[src/cal_pkg.sv]
// constants shared by the calendar register block and its digit counters
// assumes a single 200 MHz clock domain and a synchronous active high reset
package cal_pkg;
    localparam int          DATA_W        = 8;
    localparam int          ADDR_W        = 3;
    // register indices on the device register port
    localparam logic [2:0]  ADDR_DATE     = 3'h3;
    localparam logic [2:0]  ADDR_PERIOD   = 3'h4;
    localparam logic [2:0]  ADDR_YEAR     = 3'h5;
    localparam logic [2:0]  ADDR_WEEKDAY  = 3'h6;
    // field widths inside each byte
    localparam int          DATE_W        = 6;
    localparam int          PERIOD_W      = 5;
    localparam int          YEAR_W        = 8;
    localparam int          WEEKDAY_W     = 3;
    // reset values
    localparam logic [5:0]  DATE_RST      = 6'h01;
    localparam logic [4:0]  PERIOD_RST    = 5'h01;
    localparam logic [7:0]  YEAR_RST      = 8'h00;
    localparam logic [2:0]  WEEKDAY_RST   = 3'h0;
    // counting ranges in bcd
    localparam logic [5:0]  DATE_MIN      = 6'h01;
    localparam logic [5:0]  DATE_MAX      = 6'h31;
    localparam logic [4:0]  PERIOD_MIN    = 5'h01;
    localparam logic [4:0]  PERIOD_MAX    = 5'h12;
    localparam logic [7:0]  YEAR_MIN      = 8'h00;
    localparam logic [7:0]  YEAR_MAX      = 8'h99;
    localparam logic [2:0]  WEEKDAY_MIN   = 3'h0;
    localparam logic [2:0]  WEEKDAY_MAX   = 3'h6;
    localparam logic [2:0]  WEEKDAY_ONE   = 3'h1;
    // bcd digit helpers
    localparam logic [3:0]  BCD_NINE      = 4'h9;
    localparam logic [3:0]  BCD_ZERO      = 4'h0;
    localparam logic [7:0]  READ_ZERO     = 8'h00;
endpackage

[src/bcd_counter.sv]
// one loadable bcd counter with wrap from a top value to a bottom value
// assumes width of at least five bits so there is a tens digit
`timescale 1ns/1ps
module bcd_counter #(
    parameter int                 WIDTH   = 8,
    parameter logic [WIDTH-1:0]   MIN_VAL = '0,
    parameter logic [WIDTH-1:0]   MAX_VAL = '1,
    parameter logic [WIDTH-1:0]   RST_VAL = '0
) (
    input  wire logic             clk,
    input  wire logic             sys_rst,
    input  wire logic             load,
    input  wire logic [WIDTH-1:0] load_val,
    input  wire logic             inc,
    output logic      [WIDTH-1:0] value,
    output logic                  carry
);
    localparam int HW = WIDTH - 4;

    logic [WIDTH-1:0] value_next;
    logic [HW-1:0]    tens_next;
    logic             at_top;

    // values at or above the top, including out of range ones written by the host, fall back to the bottom
    assign at_top    = (value >= MAX_VAL);
    assign tens_next = value[WIDTH-1:4] + 1'b1;
    assign carry     = inc && !load && at_top;

    // decimal step of the two digit value
    always_comb begin
        value_next = value;
        if (at_top) begin
            value_next = MIN_VAL;
        end else if (value[3:0] >= cal_pkg::BCD_NINE) begin
            value_next = {tens_next, cal_pkg::BCD_ZERO};
        end else begin
            value_next = {value[WIDTH-1:4], value[3:0] + 4'h1};
        end
    end

    // host load beats the count so a correction is never undone
    always_ff @(posedge clk) begin
        if (sys_rst) begin
            value <= RST_VAL;
        end else if (load) begin
            value <= load_val;
        end else if (inc) begin
            value <= value_next;
        end
    end
endmodule

[src/rtc_calendar_registers.sv]
// calendar registers: date, month, year and weekday, advanced by the day carry
// assumes reg port strobes are synchronous one-cycle pulses from the serial front end
`timescale 1ns/1ps
// What this block does
// - keep the day of month as two bcd digits, 1 to 31
// - date in bits 5..0, bits 7..6 read zero, resets to one
// - keep the month as two bcd digits, 1 January to 12 December
// - month in bits 4..0, bits 7..5 read zero, zero invalid, resets to one
// - keep the year as full byte bcd 0 to 99, resets to zero
// - weekday three bit code 000 first day, upper bits zero, resets zero
module rtc_calendar_registers (
    input  wire logic       clk,
    input  wire logic       sys_rst,
    input  wire logic       day_carry,
    input  wire logic [2:0] reg_addr,
    input  wire logic       reg_wr,
    input  wire logic [7:0] reg_wdata,
    input  wire logic       reg_rd,
    output logic      [7:0] reg_rdata,
    output logic            reg_rvalid,
    output logic      [5:0] calendar_date_field,
    output logic      [4:0] cal_period_index,
    output logic      [7:0] calendar_year_field,
    output logic      [2:0] weekday_index
);
    logic       wr_date;
    logic       wr_period;
    logic       wr_year;
    logic       wr_weekday;
    logic       date_carry;
    logic       period_carry;
    logic [2:0] weekday_reg;
    logic [2:0] weekday_next;
    logic [7:0] rdata_reg;
    logic       rvalid_reg;
    logic [7:0] rdata_next;

    // write decode per register
    assign wr_date    = reg_wr && (reg_addr == cal_pkg::ADDR_DATE);
    assign wr_period  = reg_wr && (reg_addr == cal_pkg::ADDR_PERIOD);
    assign wr_year    = reg_wr && (reg_addr == cal_pkg::ADDR_YEAR);
    assign wr_weekday = reg_wr && (reg_addr == cal_pkg::ADDR_WEEKDAY);

    // date counter, carries into month at the 31st
    bcd_counter #(
        .WIDTH   (cal_pkg::DATE_W),
        .MIN_VAL (cal_pkg::DATE_MIN),
        .MAX_VAL (cal_pkg::DATE_MAX),
        .RST_VAL (cal_pkg::DATE_RST)
    ) u_date (
        .clk      (clk),
        .sys_rst  (sys_rst),
        .load     (wr_date),
        .load_val (reg_wdata[cal_pkg::DATE_W-1:0]),
        .inc      (day_carry),
        .value    (calendar_date_field),
        .carry    (date_carry)
    );

    // month counter; a written zero is left alone until the next step
    bcd_counter #(
        .WIDTH   (cal_pkg::PERIOD_W),
        .MIN_VAL (cal_pkg::PERIOD_MIN),
        .MAX_VAL (cal_pkg::PERIOD_MAX),
        .RST_VAL (cal_pkg::PERIOD_RST)
    ) u_period (
        .clk      (clk),
        .sys_rst  (sys_rst),
        .load     (wr_period),
        .load_val (reg_wdata[cal_pkg::PERIOD_W-1:0]),
        .inc      (date_carry),
        .value    (cal_period_index),
        .carry    (period_carry)
    );

    // year counter, no century beyond 99
    bcd_counter #(
        .WIDTH   (cal_pkg::YEAR_W),
        .MIN_VAL (cal_pkg::YEAR_MIN),
        .MAX_VAL (cal_pkg::YEAR_MAX),
        .RST_VAL (cal_pkg::YEAR_RST)
    ) u_year (
        .clk      (clk),
        .sys_rst  (sys_rst),
        .load     (wr_year),
        .load_val (reg_wdata),
        .inc      (period_carry),
        .value    (calendar_year_field),
        .carry    ()
    );

    // weekday is plain binary, codes 7 and up recover to the first day
    always_comb begin
        if (weekday_reg >= cal_pkg::WEEKDAY_MAX) begin
            weekday_next = cal_pkg::WEEKDAY_MIN;
        end else begin
            weekday_next = weekday_reg + cal_pkg::WEEKDAY_ONE;
        end
    end

    always_ff @(posedge clk) begin
        if (sys_rst) begin
            weekday_reg <= cal_pkg::WEEKDAY_RST;
        end else if (wr_weekday) begin
            weekday_reg <= reg_wdata[cal_pkg::WEEKDAY_W-1:0];
        end else if (day_carry) begin
            weekday_reg <= weekday_next;
        end
    end

    assign weekday_index = weekday_reg;

    // read mux, unused bits and unmapped indices give zero
    always_comb begin
        rdata_next = cal_pkg::READ_ZERO;
        case (reg_addr)
            cal_pkg::ADDR_DATE: begin
                rdata_next[cal_pkg::DATE_W-1:0] = calendar_date_field;
            end
            cal_pkg::ADDR_PERIOD: begin
                rdata_next[cal_pkg::PERIOD_W-1:0] = cal_period_index;
            end
            cal_pkg::ADDR_YEAR: begin
                rdata_next = calendar_year_field;
            end
            cal_pkg::ADDR_WEEKDAY: begin
                rdata_next[cal_pkg::WEEKDAY_W-1:0] = weekday_reg;
            end
            default: begin
                rdata_next = cal_pkg::READ_ZERO;
            end
        endcase
    end

    // registered read data, one cycle after the strobe
    always_ff @(posedge clk) begin
        if (sys_rst) begin
            rdata_reg  <= cal_pkg::READ_ZERO;
            rvalid_reg <= 1'b0;
        end else begin
            rvalid_reg <= reg_rd;
            if (reg_rd) begin
                rdata_reg <= rdata_next;
            end
        end
    end

    assign reg_rdata  = rdata_reg;
    assign reg_rvalid = rvalid_reg;
endmodule

[config.mk]
export PLATFORM = sky130hd
export DESIGN_NAME = rtc_calendar_registers
export DESIGN_NICKNAME = d
export VERILOG_FILES = /design/src/cal_pkg.sv /design/src/bcd_counter.sv /design/src/rtc_calendar_registers.sv
export SDC_FILE = /design/constraint.sdc
export NUM_CORES = 1
export LEC_CHECK = 0
export BUFFER_PORTS_ARGS = -buffer_cell sky130_fd_sc_hd__buf_4
export CORE_UTILIZATION = 49
export CTS_CLUSTER_SIZE = 16
export DETAILED_ROUTE_END_ITERATION = 10
export MAX_ROUTING_LAYER = met4
export PLACE_DENSITY = 0.77
export SETUP_SLACK_MARGIN = 0.5
export SYNTH_ARGS = -nofsm -noshare
export SYNTH_HDL_FRONTEND = slang
export SYNTH_SLANG_ARGS = --single-unit
[constraint.sdc]
create_clock -name clk -period 2.2 [get_ports clk]
set_clock_uncertainty 0.2 [all_clocks]
set_input_delay 0.66 -clock clk [delete_from_list [all_inputs] [get_ports clk]]
set_output_delay 0.66 -clock clk [all_outputs]
set_load 0.005 [all_outputs]
==> results.toml <==
[outcome]
outcome = "finished, final reports clean"

[power]
power_density_mw_per_mm2 = 512.4
ir_worst_vdd_v = 0.0002737
p_leak_uw = 0.001234
fin_total_pwr_uw = 1519

[detailed_routing]
via_per_inst = 6.086
dr.pass1.iters = 4
drc = 0
vias = 2197
m1WireLength_mm = 2.589
wl_per_cell_um = 17.06
ant_nets = 0
wirelength_mm = 6.157
first_iter_violations = 180
met3_length_um = 382
top_layer = "met4"
wl_met2_mm = 3.004

[clock_tree]
clockBufferDepth = 2
cts_root_buf = "clkbuf_8"
cts_hold_buf = 0
cts_made_buffers = 5
tritoncts = "yes"
clk_pin_slew_ns = 0.07
worstSkewPairLatency_ns = 0.29
cts_sinks = 31
htree_levels = 2

[yosys]
synth_common_cells = "dfxtp_1, nor2_1, o21ai_0"
async_flop_share_pct = 0
synth_area_per_cell_um2 = 8.455
yosys-top-cells-area = "dfxtp_1, ha_1, nor2_1"
synthesis.area_mm2 = 0.002021
syn_inst = 239
synth_ff_type = "dfxtp_1"
synth_top_area_share_pct = 30.71
ys_warn_count = 0
ys_ff_latch = 31
synth_edf_count = 0
syn_nets = 269
ys_seq_area_share_pct = 30.71
yosysUniqueCellTypes = 52
synth_most_common_cell = "dfxtp_1"
synth_top_area_cell = "dfxtp_1"

[flow_run]
maxCapViolations = 0

[layout]
syn2layout_area_growth_pct = 46.69
antennaDiodeCount = 0
fillers = 247
regArea_um2 = 666.9
drive_gt1_share_pct = 49.20
fin_nets = 342
multi_input_area_mm2 = 0.001458

[sta]
setup_violations = 0
hold_ws_ns = 0.2715
tns_ns = 0
max_freq_ghz = 0.4844
tightest_slew_ns = 0.4626
max_slew_margin_pct = 69.03
hold_violations = 0
post-route-min-period_ns = 2.064
drv_slew = 0
rsz0062_at_grt = "yes"
finalCritPeriodShare_pct = 93.84

[worst_setup_path]
path_depth = 8
worstPathArrival_ns = 2.03
slowest_delay_ns = 0.41
critical-path-top-delay-family = "simple AND/OR/NAND/NOR gates"
critPathCaptureType = "flip-flop"
r2r_cells = 8
cp.buffers_inverters = 2
crit_slowest_cell = "or3b_4"
cp_cell_sequence = "inv_2 > ha_2 > or3b_4 > o2111ai_4 > buf_6 > nor2_4 > a221oi_2 > nor3_1"
worstSetupPathType = "reg2reg"
startpoint_type = "flip-flop"
cp_max_fo = 5
worstPathRequired_ns = 2.17

[die]
core_area_mm2 = 0.003799
die_h_um = 66.22
ioPinCount = 47
dieWidth_um = 66.22
initial_core_util_pct = 53.19
rows = 22
die_area_mm2 = 0.004384

[grt]
grt_usage_pct = 30.27
overflow = 0
antenna_found_initial = 0
grt_pass1_wl_mm = 9.708
grt_max_degree = 33
grt_pass1_vias = 2068

[place]
dp_hpwl_mm = 3.935
port_buffers = 46
gp_congestion = 0.9405

[worst_hold_path]
min_path_type = "reg2reg"
whs_path_depth = 2
## worst reg2reg max path, stage by stage (launching register included)
cell and delay, ns:
dfxtp_4 0.36, inv_2 0.07, ha_2 0.15, or3b_4 0.41
o2111ai_4 0.25, buf_6 0.15, nor2_4 0.04, a221oi_2 0.26
nor3_1 0.06
## flip-flops by register name (all words and copies together) (netlist names)
| name | cells |
|---|---|
| reg_rvalid | 1 |
| u_period.value | 5 |
| u_year.value | 8 |
| reg_rdata | 8 |
| weekday_index | 3 |
| u_date.value | 6 |
## power breakdown
part	switching (µW)	internal, µW
Combinational	150	156
Sequential	35.7	588
Clock	223	366
Total	408	1110
## cells by family after synthesis
logic type	synth area share (%)
muxes	2.043
DFF	30.71
AOI/OAI and AO/OA	29.04
buffers and inverters	4.272
and+or+nand+nor	24.71
adders and majority gates	9.226
## per-layer routing
metal,up-vias,GRT usage [%]
li1,1045,-
met1,1045,35.66
met2,90,50.51
met3,17,4.310
met4,0,14.36
met5,-,-
## metrics by stage
step	cells	utilization [%]	area [µm²]	setup WS (ns)
after detailed placement	334	66.34	2520	0.03358
after floorplan	239	-	2072	0.2039
final	361	78.03	2964	0.1356
after global placement	334	66.34	2520	0.01997
after CTS	359	75.76	2878	0.1581
after global routing	361	78.03	2964	0.04156
## worst paths after layout
kind / to / from / slack, ns
worst max-delay path: u_period.value[2]$_SDFFE_PP0P_ / u_date.value[0]$_SDFFE_PP1P_ / 0.14
worst min-delay path: reg_rdata[7]$_SDFFE_PP0P_ / reg_rdata[7]$_SDFFE_PP0P_ / 0.27
worst max register to register: u_period.value[2]$_SDFFE_PP0P_ / u_date.value[0]$_SDFFE_PP1P_ / 0.14
worst min register to register: reg_rdata[7]$_SDFFE_PP0P_ / reg_rdata[7]$_SDFFE_PP0P_ / 0.27
## timing repair
action | CTS | global route
pin swaps | 16 | 10
hold endpoints to repair | 0 | 0
resized for setup | 41 | 22
buffers inserted | 17 | 2
endpoints found under the setup margin | 38 | 36
## cells in the final DEF (no fill, tap or decap), types with 3 or more instances in the layout
master    synthesis  layout
buf_6             0      11
a221oi_2          0       3
ha_1             14      11
o21ai_0          18      10
a21oi_1          13      12
nand3_1           6       6
a32oi_1           3       3
buf_4             0      66
inv_1            10       7
dfxtp_1          31      10
nand3b_1          5       5
nor2b_1           8       5
nand4_1           3       3
dfxtp_2           0      13
and3_1            4       3
a311oi_1          6       5
nor3_1           10       7
o21ai_1           1       7
nand2_1          14      13
inv_2             0       3
a22oi_1           6       6
clkbuf_8          0       6
nand2b_1          3       3
ha_2              0       3
nor2_1           25      22
nor3_2            1       4
a211oi_2          3       4
a211oi_1         10       9
dfxtp_4           0       8
## cell type report
type                       count  share of cell area (%)
multi-input combinational    186                   49.18
sequential                    31                   22.50
timing repair buffer          78                   21.06
clock buffer                   6                   2.786
tap                           48                   2.026
inverter                      10                   1.266
clock inverter                 2                   1.182
Note: power is estimated with default switching activity, not from simulation.
